--- config.mk ---
export PLATFORM = sky130hd
export DESIGN_NAME = trace_control_status_regs
export DESIGN_NICKNAME = d
export VERILOG_FILES = /design/src/hw/trace_regs_pkg.sv /design/src/hw/trace_packet_seq.sv /design/src/hw/trace_control_status_regs.sv
export SDC_FILE = /design/constraint.sdc
export NUM_CORES = 1
export LEC_CHECK = 0
export BUFFER_PORTS_ARGS = -buffer_cell sky130_fd_sc_hd__buf_4
export CORE_UTILIZATION = 30
export DETAILED_ROUTE_END_ITERATION = 6
export GPL_ROUTABILITY_DRIVEN = 0
export PLACE_DENSITY_LB_ADDON = 0.08
export SLEW_MARGIN = 10
export SYNTH_ARGS = -nofsm -noshare
export SYNTH_HDL_FRONTEND = slang
export SYNTH_SLANG_ARGS = --single-unit
--- constraint.sdc ---
create_clock -name clock_i -period 5.3 [get_ports clock_i]
set_input_delay 0.265 -clock clock_i [delete_from_list [all_inputs] [get_ports clock_i]]
set_output_delay 0.265 -clock clock_i [all_outputs]
set_load 0.01 [all_outputs]
--- src/hw/trace_regs_pkg.sv ---
// Summary of operation
// - control bit 0 turns tracing on when one, off when zero
// - clearing trace enable flushes all buffered packets to the output
// - enabling trace emits sync packets, or timestamp then core ratio
// - generation going active emits execution mode then gen enable packet
// - disabling emits only a gen disable packet if generation was active
// - changing control while tracing faults unless the write clears enable
// - bit 2 allows privilege zero, bit 3 allows privilege above zero
// - bit 7 turns page-table base filtering on
// - bit 8 selects table output; enabling with it clear faults
// - enabling trace with bit 13 clear faults
// - bit 10 turns timestamp packets on
// - bit 11 set turns return compression off
// - output tables may be cached while tracing; software disables first
// - a disabling write completes only after all packets are written
// - status writes fault while trace enable is set
// - device leaves status untouched while trace enable is zero
// - status bits 1 and 2 are device-set; writes to them are ignored
// - operational error sets bit 4, clears trigger, stops generation
// - table stop sets bit 5, clears trigger, stops generation
// - error and stopped are sticky, cleared by software when disabled
// - writing reserved bits of either register faults, except status bit 0, whose writes are ignored
package trace_regs_pkg;

  // register addresses
  localparam logic [31:0] CTL_ADDR = 32'h0000_0570;
  localparam logic [31:0] STS_ADDR = 32'h0000_0571;

  // control field positions
  localparam int CTL_TRACE_ON = 0;
  localparam int CTL_SUPV_ALLOW = 2;
  localparam int CTL_USER_ALLOW = 3;
  localparam int CTL_PAGE_FILTER = 7;
  localparam int CTL_TABLE_SCHEME = 8;
  localparam int CTL_TS_ON = 10;
  localparam int CTL_RET_OFF = 11;
  localparam int CTL_MUST_SET = 13;
  localparam logic [63:0] CTL_WR_MASK = 64'h0000_0000_0000_2d8d;
  localparam logic [63:0] CTL_RESET = 64'h0000_0000_0000_0000;

  // status field positions
  localparam int STS_CONTEXT = 1;
  localparam int STS_TRIGGER = 2;
  localparam int STS_ERROR = 4;
  localparam int STS_STOPPED = 5;
  localparam logic [63:0] STS_IGNORE_MASK = 64'h0000_0000_0000_0007;
  localparam logic [63:0] STS_WR_MASK = 64'h0000_0000_0000_0030;
  localparam logic [63:0] STS_RESET = 64'h0000_0000_0000_0000;

  // packet kinds requested from the encoder
  typedef enum logic [2:0] {
    pkt_none,
    pkt_sync_boundary,
    pkt_timestamp,
    pkt_core_ratio,
    pkt_exec_mode,
    pkt_gen_enable,
    pkt_gen_disable
  } pkt_kind_e;

  // register access phases
  typedef enum logic [1:0] {
    ph_idle,
    ph_answer,
    ph_flush
  } phase_e;

endpackage

--- src/hw/trace_packet_seq.sv ---
`timescale 1ns/100ps
`default_nettype none
module trace_packet_seq (
  // clock and reset
  input wire logic clock_i,
  input wire logic arst_n_i,
  // events from the register logic
  input wire logic trace_rise_i,
  input wire logic gen_rise_i,
  input wire logic gen_fall_i,
  input wire logic timestamp_packet_on_i,
  // packet request handshake
  output logic pkt_valid_o,
  output trace_regs_pkg::pkt_kind_e pkt_kind_o,
  input wire logic pkt_ready_i,
  output logic busy_o
);

  typedef struct packed {
    logic sync_pend;
    logic ts_pend;
    logic ratio_pend;
    logic mode_pend;
    logic pge_pend;
    logic pgd_pend;
  } seq_s;

  seq_s state;
  seq_s next_state;
  trace_regs_pkg::pkt_kind_e kind;

  // pick the pending packet by fixed priority, gen disable first, then emission order
  always_comb begin
    if (state.pgd_pend) begin
      kind = trace_regs_pkg::pkt_gen_disable;
    end else if (state.sync_pend) begin
      kind = trace_regs_pkg::pkt_sync_boundary;
    end else if (state.ts_pend) begin
      kind = trace_regs_pkg::pkt_timestamp;
    end else if (state.ratio_pend) begin
      kind = trace_regs_pkg::pkt_core_ratio;
    end else if (state.mode_pend) begin
      kind = trace_regs_pkg::pkt_exec_mode;
    end else if (state.pge_pend) begin
      kind = trace_regs_pkg::pkt_gen_enable;
    end else begin
      kind = trace_regs_pkg::pkt_none;
    end
  end

  assign pkt_valid_o = (kind != trace_regs_pkg::pkt_none);
  assign pkt_kind_o = kind;
  assign busy_o = pkt_valid_o;

  // clear the granted flag; new events set and win over the clear
  always_comb begin
    next_state = state;
    if (pkt_valid_o && pkt_ready_i) begin
      case (kind)
        trace_regs_pkg::pkt_gen_disable: next_state.pgd_pend = 1'b0;
        trace_regs_pkg::pkt_sync_boundary: next_state.sync_pend = 1'b0;
        trace_regs_pkg::pkt_timestamp: next_state.ts_pend = 1'b0;
        trace_regs_pkg::pkt_core_ratio: next_state.ratio_pend = 1'b0;
        trace_regs_pkg::pkt_exec_mode: next_state.mode_pend = 1'b0;
        trace_regs_pkg::pkt_gen_enable: next_state.pge_pend = 1'b0;
        default: next_state = state;
      endcase
    end
    if (trace_rise_i) begin
      if (timestamp_packet_on_i) begin
        next_state.ts_pend = 1'b1;
        next_state.ratio_pend = 1'b1;
      end else begin
        next_state.sync_pend = 1'b1;
      end
    end
    if (gen_rise_i) begin
      next_state.mode_pend = 1'b1;
      next_state.pge_pend = 1'b1;
    end
    if (gen_fall_i) begin
      next_state.pgd_pend = 1'b1;
      next_state.mode_pend = 1'b0;
      next_state.pge_pend = 1'b0;
    end
  end

  // state register
  always_ff @(posedge clock_i or negedge arst_n_i) begin
    if (!arst_n_i) begin
      state <= '0;
    end else begin
      state <= next_state;
    end
  end

endmodule
`default_nettype wire

--- src/hw/trace_control_status_regs.sv ---
`timescale 1ns/100ps
`default_nettype none
module trace_control_status_regs (
  // clock and reset
  input wire logic clock_i,
  input wire logic arst_n_i,
  // register access port
  input wire logic reg_wr_i,
  input wire logic reg_rd_i,
  input wire logic [31:0] reg_addr_i,
  input wire logic [63:0] reg_wdata_i,
  output logic reg_ack_o,
  output logic protection_fault_o,
  output logic [63:0] reg_rdata_o,
  output logic reg_busy_o,
  // processor context
  input wire logic [1:0] privilege_level_i,
  input wire logic page_base_match_i,
  // trace engine events
  input wire logic op_error_i,
  input wire logic table_stop_i,
  input wire logic flush_done_i,
  // control outputs to the trace engine
  output logic trace_on_bit_o,
  output logic packet_gen_active_o,
  output logic output_table_scheme_o,
  output logic timestamp_packet_on_o,
  output logic return_compress_off_o,
  output logic page_base_filter_o,
  output logic flush_req_o,
  // packet requests
  output logic pkt_valid_o,
  output trace_regs_pkg::pkt_kind_e pkt_kind_o,
  input wire logic pkt_ready_i
);

  typedef struct packed {
    logic [63:0] ctl;
    logic [63:0] sts;
    logic [63:0] rdata;
    logic ack;
    logic fault;
    logic gen_prev;
    logic trace_prev;
    trace_regs_pkg::phase_e phase;
  } regs_s;

  regs_s state;
  regs_s next_state;
  logic ctl_wr;
  logic sts_wr;
  logic take;
  logic ctl_fault;
  logic sts_fault;
  logic filter_pass;
  logic gen_now;
  logic gen_rise;
  logic gen_fall;
  logic seq_busy;

  // control write legality check, used for the current write
  function automatic logic ctl_write_faults(input logic [63:0] cur,
                                            input logic [63:0] wr);
    logic bad;
    bad = 1'b0;
    if ((wr & ~trace_regs_pkg::CTL_WR_MASK) != 64'h0) begin
      bad = 1'b1;
    end
    if (cur[trace_regs_pkg::CTL_TRACE_ON] &&
        wr[trace_regs_pkg::CTL_TRACE_ON] && (wr != cur)) begin
      bad = 1'b1;
    end
    if (wr[trace_regs_pkg::CTL_TRACE_ON] &&
        !wr[trace_regs_pkg::CTL_TABLE_SCHEME]) begin
      bad = 1'b1;
    end
    if (wr[trace_regs_pkg::CTL_TRACE_ON] &&
        !wr[trace_regs_pkg::CTL_MUST_SET]) begin
      bad = 1'b1;
    end
    return bad;
  endfunction

  // privilege and page-base filters for the current context
  function automatic logic context_ok(input logic [63:0] ctl,
                                      input logic [1:0] level,
                                      input logic page_match);
    logic lvl_ok;
    lvl_ok = (level == 2'h0) ? ctl[trace_regs_pkg::CTL_SUPV_ALLOW]
                             : ctl[trace_regs_pkg::CTL_USER_ALLOW];
    return lvl_ok &&
      (!ctl[trace_regs_pkg::CTL_PAGE_FILTER] || page_match);
  endfunction

  // request decode; a new request is taken only while idle
  assign take = (state.phase == trace_regs_pkg::ph_idle);
  assign ctl_wr = take && reg_wr_i &&
                  (reg_addr_i == trace_regs_pkg::CTL_ADDR);
  assign sts_wr = take && reg_wr_i &&
                  (reg_addr_i == trace_regs_pkg::STS_ADDR);
  assign ctl_fault = ctl_write_faults(state.ctl, reg_wdata_i);
  assign sts_fault = state.ctl[trace_regs_pkg::CTL_TRACE_ON] ||
    ((reg_wdata_i & ~(trace_regs_pkg::STS_WR_MASK |
                      trace_regs_pkg::STS_IGNORE_MASK)) != 64'h0);
  assign filter_pass = context_ok(state.ctl, privilege_level_i,
                                  page_base_match_i);

  // generation is active only with enable, trigger and context all set
  assign gen_now = state.ctl[trace_regs_pkg::CTL_TRACE_ON] &&
                   state.sts[trace_regs_pkg::STS_TRIGGER] &&
                   state.sts[trace_regs_pkg::STS_CONTEXT] &&
                   !state.sts[trace_regs_pkg::STS_ERROR] &&
                   !state.sts[trace_regs_pkg::STS_STOPPED];
  assign gen_rise = gen_now && !state.gen_prev;
  // no disable packet when an error or stop shut generation down
  assign gen_fall = !gen_now && state.gen_prev &&
                    !state.sts[trace_regs_pkg::STS_ERROR] &&
                    !state.sts[trace_regs_pkg::STS_STOPPED];

  // register updates, access answers and status tracking
  always_comb begin
    next_state = state;
    next_state.ack = 1'b0;
    next_state.fault = 1'b0;
    next_state.gen_prev = gen_now;
    next_state.trace_prev = state.ctl[trace_regs_pkg::CTL_TRACE_ON];
    case (state.phase)
      trace_regs_pkg::ph_idle: begin
        if (reg_wr_i || reg_rd_i) begin
          next_state.phase = trace_regs_pkg::ph_answer;
          next_state.rdata = 64'h0;
          if (reg_addr_i == trace_regs_pkg::CTL_ADDR) begin
            if (reg_rd_i) begin
              next_state.rdata = state.ctl;
            end else if (ctl_fault) begin
              next_state.fault = 1'b1;
            end else begin
              next_state.ctl = reg_wdata_i;
              if (state.ctl[trace_regs_pkg::CTL_TRACE_ON] &&
                  !reg_wdata_i[trace_regs_pkg::CTL_TRACE_ON]) begin
                next_state.phase = trace_regs_pkg::ph_flush;
              end
            end
          end else if (reg_addr_i == trace_regs_pkg::STS_ADDR) begin
            if (reg_rd_i) begin
              next_state.rdata = state.sts;
            end else if (sts_fault) begin
              next_state.fault = 1'b1;
            end else begin
              // context and trigger bits keep their value
              next_state.sts[trace_regs_pkg::STS_ERROR] =
                reg_wdata_i[trace_regs_pkg::STS_ERROR];
              next_state.sts[trace_regs_pkg::STS_STOPPED] =
                reg_wdata_i[trace_regs_pkg::STS_STOPPED];
            end
          end else begin
            next_state.fault = 1'b1; // unmapped register
          end
        end
      end
      trace_regs_pkg::ph_answer: begin
        next_state.ack = 1'b1;
        next_state.fault = state.fault;
        next_state.phase = trace_regs_pkg::ph_idle;
      end
      trace_regs_pkg::ph_flush: begin
        // hold the answer until packets are queued out and flushed
        if (flush_done_i && !seq_busy && !gen_fall) begin
          next_state.phase = trace_regs_pkg::ph_answer;
        end
      end
      default: begin
        next_state.phase = trace_regs_pkg::ph_idle;
      end
    endcase
    // device-side status tracking happens only while enabled
    if (state.ctl[trace_regs_pkg::CTL_TRACE_ON]) begin
      next_state.sts[trace_regs_pkg::STS_CONTEXT] = filter_pass;
      next_state.sts[trace_regs_pkg::STS_TRIGGER] =
        !state.sts[trace_regs_pkg::STS_ERROR] &&
        !state.sts[trace_regs_pkg::STS_STOPPED];
      if (op_error_i) begin
        next_state.sts[trace_regs_pkg::STS_ERROR] = 1'b1;
        next_state.sts[trace_regs_pkg::STS_TRIGGER] = 1'b0;
      end
      if (table_stop_i) begin
        next_state.sts[trace_regs_pkg::STS_STOPPED] = 1'b1;
        next_state.sts[trace_regs_pkg::STS_TRIGGER] = 1'b0;
      end
    end
  end

  // state register
  always_ff @(posedge clock_i or negedge arst_n_i) begin
    if (!arst_n_i) begin
      state.ctl <= trace_regs_pkg::CTL_RESET;
      state.sts <= trace_regs_pkg::STS_RESET;
      state.rdata <= 64'h0;
      state.ack <= 1'b0;
      state.fault <= 1'b0;
      state.gen_prev <= 1'b0;
      state.trace_prev <= 1'b0;
      state.phase <= trace_regs_pkg::ph_idle;
    end else begin
      state <= next_state;
    end
  end

  // packet request sequencer
  trace_packet_seq u_seq (
    .clock_i(clock_i),
    .arst_n_i(arst_n_i),
    .trace_rise_i(state.ctl[trace_regs_pkg::CTL_TRACE_ON] &&
                  !state.trace_prev),
    .gen_rise_i(gen_rise),
    .gen_fall_i(gen_fall),
    .timestamp_packet_on_i(state.ctl[trace_regs_pkg::CTL_TS_ON]),
    .pkt_valid_o(pkt_valid_o),
    .pkt_kind_o(pkt_kind_o),
    .pkt_ready_i(pkt_ready_i),
    .busy_o(seq_busy)
  );

  // outputs
  assign reg_ack_o = state.ack;
  assign protection_fault_o = state.ack && state.fault;
  assign reg_rdata_o = state.rdata;
  assign reg_busy_o = !take;
  assign trace_on_bit_o = state.ctl[trace_regs_pkg::CTL_TRACE_ON];
  assign packet_gen_active_o = gen_now;
  assign output_table_scheme_o = state.ctl[trace_regs_pkg::CTL_TABLE_SCHEME];
  assign timestamp_packet_on_o = state.ctl[trace_regs_pkg::CTL_TS_ON];
  assign return_compress_off_o = state.ctl[trace_regs_pkg::CTL_RET_OFF];
  assign page_base_filter_o = state.ctl[trace_regs_pkg::CTL_PAGE_FILTER];
  assign flush_req_o = (state.phase == trace_regs_pkg::ph_flush);

endmodule
`default_nettype wire

==> results.sh, run 1 <==
export IMPL_effective_utilization_at_floorplan_pct=30.5
export IMPL_tightestPinTransition_ns=1.13
export IMPL_hpwl_um=15600
export IMPL_irDropWorstVdd_uv=156
export IMPL_outcome="finished, final reports clean"
export IMPL_worst_setup_path_type="flop to flop"
export IMPL_yosys_mux_area_fraction_pct=2.74
export IMPL_detail_route_drc_violations=0
export IMPL_die_x_um=151
export IMPL_ys_async_sr_fraction_pct=100
export IMPL_power_combinational_fraction_pct=7.3
export IMPL_timing_max_slew_rel_slack_pct=24.4
export IMPL_syn_inst=590
export IMPL_clock_path_buffers=2
export IMPL_most_common_layout_cells="187 x sky130_fd_sc_hd__buf_4, 144 x sky130_fd_sc_hd__dfrtp_1, 62 x sky130_fd_sc_hd__a22o_1"
export IMPL_worst_hold_path_endpoint="u_seq.state[0]"
export IMPL_final_min_clock_period_ns=3.45
export IMPL_clock_tree_htree_level_count=4
export IMPL_netSwitchingFraction_pct=23.7
export IMPL_setup_viol=0
export IMPL_synth_cell_types=39
export IMPL_worst_path_max_delay_cell="sky130_fd_sc_hd__a21oi_4"
export IMPL_pwr_share_clk_pct=47.8
export IMPL_area_fraction_in_compound_gates_after_synthesis_pct=12.4
export IMPL_postSynthNetCount=699
export IMPL_final_common_cell="sky130_fd_sc_hd__buf_4"
export IMPL_final_max_slew_violation_count=0
export IMPL_detail_route_wirelength_um=20500
export IMPL_crit_path_end_kind="flop"
export IMPL_synth_edff_count=0
export IMPL_die_h_um=151
export IMPL_total_power_mw=2.46
export IMPL_p_int_mw=1.87
export IMPL_critical_path_max_stage_delay_ns=0.99
export IMPL_routed_wire_length_per_instance_um=20.4
export IMPL_synth_simple_gate_area_share_pct=14.7
export IMPL_via_density_per_instance=4.86
export IMPL_synth_seq_area_share_pct=54.1
export IMPL_clock_tree_root_cell="sky130_fd_sc_hd__clkbuf_16"
export IMPL_area_of_the_die_um2=22800
export IMPL_yosys_register_bits=144
export IMPL_mean_cell_area_of_the_mapped_netlist_um2=11.3
export IMPL_path_max_fanout=40
export IMPL_detail_route_antenna_nets=0
export IMPL_powerDensity_nw_per_um2=290
export IMPL_groute_usage_overall_pct=18.9
export IMPL_cp_data_required_time_ns=5.60
export IMPL_worstSetupStartpointType="flop"
export IMPL_cts_buffers_inserted=17
export IMPL_tritoncts_clock_tree="yes"
export IMPL_coreArea_um2=21800
export IMPL_data_arrival_critical_path_ns=3.76
export IMPL_clk_insertion_delay_late_ns=0.42
export IMPL_r2r_slack_ns=1.85
export IMPL_clock_sinks=144
export IMPL_drt_iter0_markers=284
export IMPL_leakage_nw=4.26
export IMPL_syn_to_final_growth_pct=27.0
export IMPL_i_o_pins=185
export IMPL_timing_hold_violations_final=0
export IMPL_rows=54
export IMPL_synthFlopType="sky130_fd_sc_hd__dfrtp_1"
export IMPL_grt_max_degree=94
export IMPL_synth_xor_area_share_pct=5.39
export IMPL_post_route_period_util_pct=65.2
export IMPL_first_pass_grt_wire_length_um=31000
export IMPL_power_frac_seq_pct=44.9
export IMPL_setup_total_negative_slack_ns=0
export IMPL_total_switching_power_mw=0.583
export IMPL_cts_setup_buffers=0
export IMPL_worst_min_delay_path_startpoint="pkt_ready_i"
export IMPL_grt_pass1_vias=5041
export IMPL_maxClockFrequency_mhz=290
export IMPL_post_route_cells_drive_above_1_share_pct=32.2
export IMPL_critPathBufInv=1
export IMPL_globalRoute_totalOverflow=0
export IMPL_timing_hold_worst_path_depth=2
export IMPL_r2r_start="trace_on_bit_o"
export IMPL_synth_warning_count=0
export IMPL_path_cells="ha_1, o2111ai_1, nor4_1, and4_1, nand4_1, a21oi_4, buf_4, nor2b_1"
export IMPL_cap_violations=0
export IMPL_clk_pin_slew_worst_paths_ns=0.06
export IMPL_timing_critical_path_max_delay_family="compound AO/OA/AOI/OAI gates"
export IMPL_r2r_path_end="state[135]"
export IMPL_place_port_buffers=184
export IMPL_dominant_combinational_cell_family_by_area_after_synthesis="simple AND/OR/NAND/NOR gates"
export IMPL_synthesis_area_um2=6660
export IMPL_reg2reg_depth=8
export IMPL_dr_pass1_iters=4
export IMPL_diode_count=0
export IMPL_grt_antenna_before_repair=0
export IMPL_worst_hold_path_type="primary input to flop"
export IMPL_fin_nets=822
export IMPL_post_synth_fa_ha_maj_area_fraction_pct=0.376
export IMPL_grt_setup_unrepaired="false"
export IMPL_via_count=4889
export IMPL_fin_skew_ns=0.0102
-- metal layers --
metal / part of all wire, % / wire length, um / GRT usage, %
met5: 0 / 0 / 0
met4: 0.61 / 126 / 4.50
met3: 5.6 / 1140 / 4.25
met2: 48 / 9890 / 29.5
met1: 46 / 9340 / 26.5
-- cells by family (layout without fill, tap and decap cells) --
group | after synthesis | count (layout)
buffers and inverters | 113 | 249
XOR/XNOR | 41 | 41
AO/OA/AOI/OAI | 102 | 102
flip-flops | 144 | 144
AND/OR/NAND/NOR | 171 | 171
adder cells (fa/ha/maj) | 2 | 2
multiplexers | 17 | 17
-- cells in the mapped netlist (2+ instances only) --
cell                        number  area (um^2)
sky130_fd_sc_hd__nand4_1        12         75.1
sky130_fd_sc_hd__buf_4          69          518
sky130_fd_sc_hd__dfrtp_1       144         3600
sky130_fd_sc_hd__xor2_1         21          184
sky130_fd_sc_hd__nand2b_1       13         81.3
sky130_fd_sc_hd__o2111ai_1       4         35.0
sky130_fd_sc_hd__inv_1          28          105
sky130_fd_sc_hd__clkbuf_1       14         52.6
sky130_fd_sc_hd__mux2_2         10          113
sky130_fd_sc_hd__and4_1          4         35.0
sky130_fd_sc_hd__mux2i_1         7         70.1
sky130_fd_sc_hd__a21oi_1         6         30.0
sky130_fd_sc_hd__nor4b_1         5         43.8
sky130_fd_sc_hd__nor2b_1        47          294
sky130_fd_sc_hd__xnor2_1        20          175
sky130_fd_sc_hd__o21ai_0        10         50.1
sky130_fd_sc_hd__nand2_1        20         75.1
sky130_fd_sc_hd__nand3_1         6         30.0
sky130_fd_sc_hd__nor3_1          4         20.0
sky130_fd_sc_hd__a22o_1         62          543
sky130_fd_sc_hd__ha_1            2         25.0
sky130_fd_sc_hd__or4_1           4         30.0
sky130_fd_sc_hd__a221oi_1        4         35.0
sky130_fd_sc_hd__nor2_1         25         93.8
sky130_fd_sc_hd__o22ai_1         7         43.8
sky130_fd_sc_hd__nand3b_1        2         15.0
sky130_fd_sc_hd__and2_1          2         12.5
sky130_fd_sc_hd__a31o_2          2         17.5
sky130_fd_sc_hd__buf_2           2         10.0
sky130_fd_sc_hd__nor4_1         25          156
-- power by group through the flow --
stage	Combinational, mW	Sequential [mW]	Clock, mW
5_1_grt	0.197	1.10	1.25
3_3_place_gp	0.182	1.12	0
6_report	0.180	1.10	1.17
4_1_cts	0.184	1.10	1.21
3_5_place_dp	0.183	1.12	0
2_1_floorplan	0.0488	1.12	0
-- worst max path at each step --
stage / start / to / cells after the start / slack (ns)
2_1_floorplan: trace_on_bit_o / output_table_scheme_o / 7 / 2.94
3_3_place_gp: reg_wdata_i[42] / state[139] / 9 / 1.97
3_5_place_dp: trace_on_bit_o / state[135] / 8 / 1.83
4_1_cts: trace_on_bit_o / state[135] / 8 / 1.81
5_1_grt: trace_on_bit_o / state[180] / 8 / 1.54
6_report: trace_on_bit_o / state[135] / 8 / 1.85
-- flip-flops by register name, indices dropped and copies added (netlist names) --
register and cells:
return_compress_off_o 1, reg_rdata_o 64, trace_on_bit_o 1, page_base_filter_o 1
output_table_scheme_o 1, u_seq.state 6, reg_ack_o 1, timestamp_packet_on_o 1
state 68
-- cell type report --
| class | count | area (um^2) |
|---|---|---|
| flip-flops and latches | 144 | 3600 |
| repair buffers | 189 | 1430 |
| fillers | 2141 | 13400 |
| clock inverters | 12 | 135 |
| clock buffers | 20 | 437 |
| multi-input cells | 333 | 2400 |
| well taps | 280 | 350 |
| inverters | 28 | 105 |
-- what timing repair did --
item                      CTS  global route
hold endpoints to repair   88             0
resized for setup           0             0
hold buffers                1             0
-- metrics by stage --
stage / util, % / instance area (um^2) / setup WS (ns) / hold WS [ns] / std cells
6_report: 38.8 / 8460 / 1.85 / 0.0634 / 1006
5_1_grt: 38.8 / 8460 / 1.54 / 0.0696 / 1006
4_1_cts: 38.8 / 8460 / 1.81 / 0.0429 / 1006
3_3_place_gp: 36.1 / 7880 / 1.97 / 0.413 / 973
3_5_place_dp: 36.1 / 7880 / 1.83 / 0.421 / 973
2_1_floorplan: - / 6660 / 2.94 / -0.0306 / 590
No activity file was read; power rests on OpenSTA's default activity.
==> run 2: changes to the inputs <==
clock period = 3.15 ns   (was 5.3 ns; I/O delays follow)
==> run 2 against run 1 <==
  * Clock skew down 0.0039 ns
  * Power increased by 74%
  * Global-route usage increased by 0.23 points
  * Maximum frequency is 28% higher
  * Wire length rose by 1.5%
  * Non-clock buffer count increased by 13
  * Final area is 2.2% higher
  * Sequential power increased by 69%
  * Final cell count grew 1.3%
  * Sequential share of layout area down 0.92 points
  * Critical path type unchanged
  * Critical endpoint is now trace_on_bit_o
  * Largest cell class unchanged
  * Largest power group unchanged
  * Highest routed layer unchanged
==> results.sh, run 2 (synthesis gave the netlist of run 1 again) <==
export IMPL_final_common_cell="sky130_fd_sc_hd__buf_4"
export IMPL_tritoncts_clock_tree="yes"
export IMPL_timing_max_slew_rel_slack_pct=31.5
export IMPL_critical_path_max_stage_delay_ns=0.53
export IMPL_clk_pin_slew_worst_paths_ns=0.06
export IMPL_final_max_slew_violation_count=0
export IMPL_regMostFlops="state"
export IMPL_path_cells="xor2_1, nor4_1, nand4_1, nor4_1, nand4_1, a211oi_4, mux2_2"
export IMPL_post_route_period_util_pct=85.6
export IMPL_via_density_per_instance=4.88
export IMPL_post_route_util_pct=39.6
export IMPL_power_combinational_fraction_pct=7.3
export IMPL_routed_wire_length_per_instance_um=20.4
export IMPL_setup_total_negative_slack_ns=0
export IMPL_total_switching_power_mw=0.947
export IMPL_grt_setup_unrepaired="false"
export IMPL_coreArea_um2=21800
export IMPL_outcome="finished, final reports clean"
export IMPL_pwr_share_clk_pct=49.3
export IMPL_met2_length_um=9820
export IMPL_drt_iter0_markers=361
export IMPL_grt_antenna_before_repair=0
export IMPL_worst_setup_path_type="flop to flop"
export IMPL_grt_pass1_vias=5172
export IMPL_dr_pass1_iters=5
export IMPL_detail_route_antenna_nets=0
export IMPL_clock_sinks=144
export IMPL_cts_buffers_inserted=17
export IMPL_place_port_buffers=184
export IMPL_worst_path_max_delay_cell="sky130_fd_sc_hd__a211oi_4"
export IMPL_p_int_mw=3.34
export IMPL_clock_tree_htree_level_count=4
export IMPL_tightestPinTransition_ns=1.02
export IMPL_maxClockFrequency_mhz=371
export IMPL_powerDensity_nw_per_um2=496
export IMPL_total_power_mw=4.29
export IMPL_cp_data_required_time_ns=3.44
export IMPL_first_pass_grt_wire_length_um=31600
export IMPL_worst_hold_path_type="primary input to flop"
export IMPL_highest_layer="met4"
export IMPL_largest_register_ffs=68
export IMPL_detail_route_drc_violations=0
export IMPL_clock_tree_root_cell="sky130_fd_sc_hd__clkbuf_16"
export IMPL_power_frac_seq_pct=43.4
export IMPL_timing_hold_violations_final=0
export IMPL_setup_viol=0
export IMPL_fin_area_um2=8650
export IMPL_fin_skew_ns=0.00628
export IMPL_worstSetupStartpointType="flop"
export IMPL_routed_wl_met3_um=1230
export IMPL_crit_path_end_kind="flop"
export IMPL_die_h_um=151
export IMPL_groute_usage_overall_pct=19.1
export IMPL_effective_utilization_at_floorplan_pct=30.5
export IMPL_detail_route_wirelength_um=20800
export IMPL_diode_count=0
export IMPL_ctsResizeCount=0
export IMPL_hpwl_um=15700
export IMPL_most_common_layout_cells="189 x sky130_fd_sc_hd__buf_4, 144 x sky130_fd_sc_hd__dfrtp_1, 62 x sky130_fd_sc_hd__a22o_1"
export IMPL_irDropWorstVdd_uv=291
export IMPL_i_o_pins=185
export IMPL_cts_setup_buffers=0
export IMPL_area_of_the_die_um2=22800
export IMPL_syn_to_final_growth_pct=29.8
export IMPL_globalRoute_totalOverflow=0
export IMPL_netSwitchingFraction_pct=22.1
export IMPL_clk_insertion_delay_late_ns=0.41
export IMPL_clock_path_buffers=2
export IMPL_post_route_cells_drive_above_1_share_pct=32.1
export IMPL_dpl_instance_area_um2=7930
export IMPL_path_max_fanout=8
export IMPL_data_arrival_critical_path_ns=2.99
export IMPL_grt_max_degree=82
export IMPL_wl_met1_um=9560
export IMPL_final_min_clock_period_ns=2.70
export IMPL_cap_violations=0
export IMPL_rows=54
export IMPL_die_x_um=151
export IMPL_fin_nets=835
export IMPL_via_count=4974
export IMPL_leakage_nw=4.36
[run 2: per-stage QoR]
| step | setup slack (ns) | hold slack (ns) | cells |
|---|---|---|---|
| after floorplan | 0.786 | -0.138 | 590 |
| after global placement | 0.443 | 0.271 | 977 |
| after detailed placement | 0.427 | 0.271 | 977 |
| after CTS | 0.421 | 0.000165 | 1018 |
| after global routing | 0.305 | 0.00441 | 1019 |
| final | 0.452 | 0.0270 | 1019 |
[run 2: worst max-delay path: cells and delay by family, from the launching register on]
kind | cells | cell delay (ns)
flops | 1 | 0.41
mux | 1 | 0.39
compound gates | 1 | 0.53
simple gates | 4 | 1.07
xor+xnor | 1 | 0.19
[run 2: area by class of cell]
type                    instances  area [um^2]
inverters                      28          105
multi-input cells             333         2400
clock buffers                  22          454
fillers                      2165        13200
clock inverters                10          160
repair buffers                202         1570
well taps                     280          350
flip-flops and latches        144         3600
[run 2: worst paths after layout]
path	from	slack [ns]	to	cells past startpoint
min in group asynchronous	arst_n_i	0.38	reg_rdata_o[6]	2
worst max register to register	state[139]	0.45	trace_on_bit_o	7
max in group asynchronous	arst_n_i	1.92	reg_rdata_o[37]	3
worst min-delay path	reg_wdata_i[8]	0.03	output_table_scheme_o	2
worst min register to register	reg_rdata_o[1]	0.48	reg_rdata_o[1]	2
worst max-delay path	state[139]	0.45	trace_on_bit_o	7
[run 2: what timing repair did]
item                                    CTS  global route
hold endpoints to repair                 84             1
endpoints found under the setup margin    0             0
hold buffers                              9             1
[run 2: metal layers]
metal  track usage, %  vias up
met1             27.0     2507
met3             4.61       10
met5                0        -
li1                 -     2299
met2             29.4      158
met4             4.45        0
[run 2: power by group through the flow]
stage	sequential, mW	clock, mW	combinational (mW)
4_1_cts	1.86	2.16	0.319
2_1_floorplan	1.89	0	0.0821
3_5_place_dp	1.89	0	0.310
6_report	1.86	2.11	0.315
5_1_grt	1.86	2.26	0.344
3_3_place_gp	1.89	0	0.309
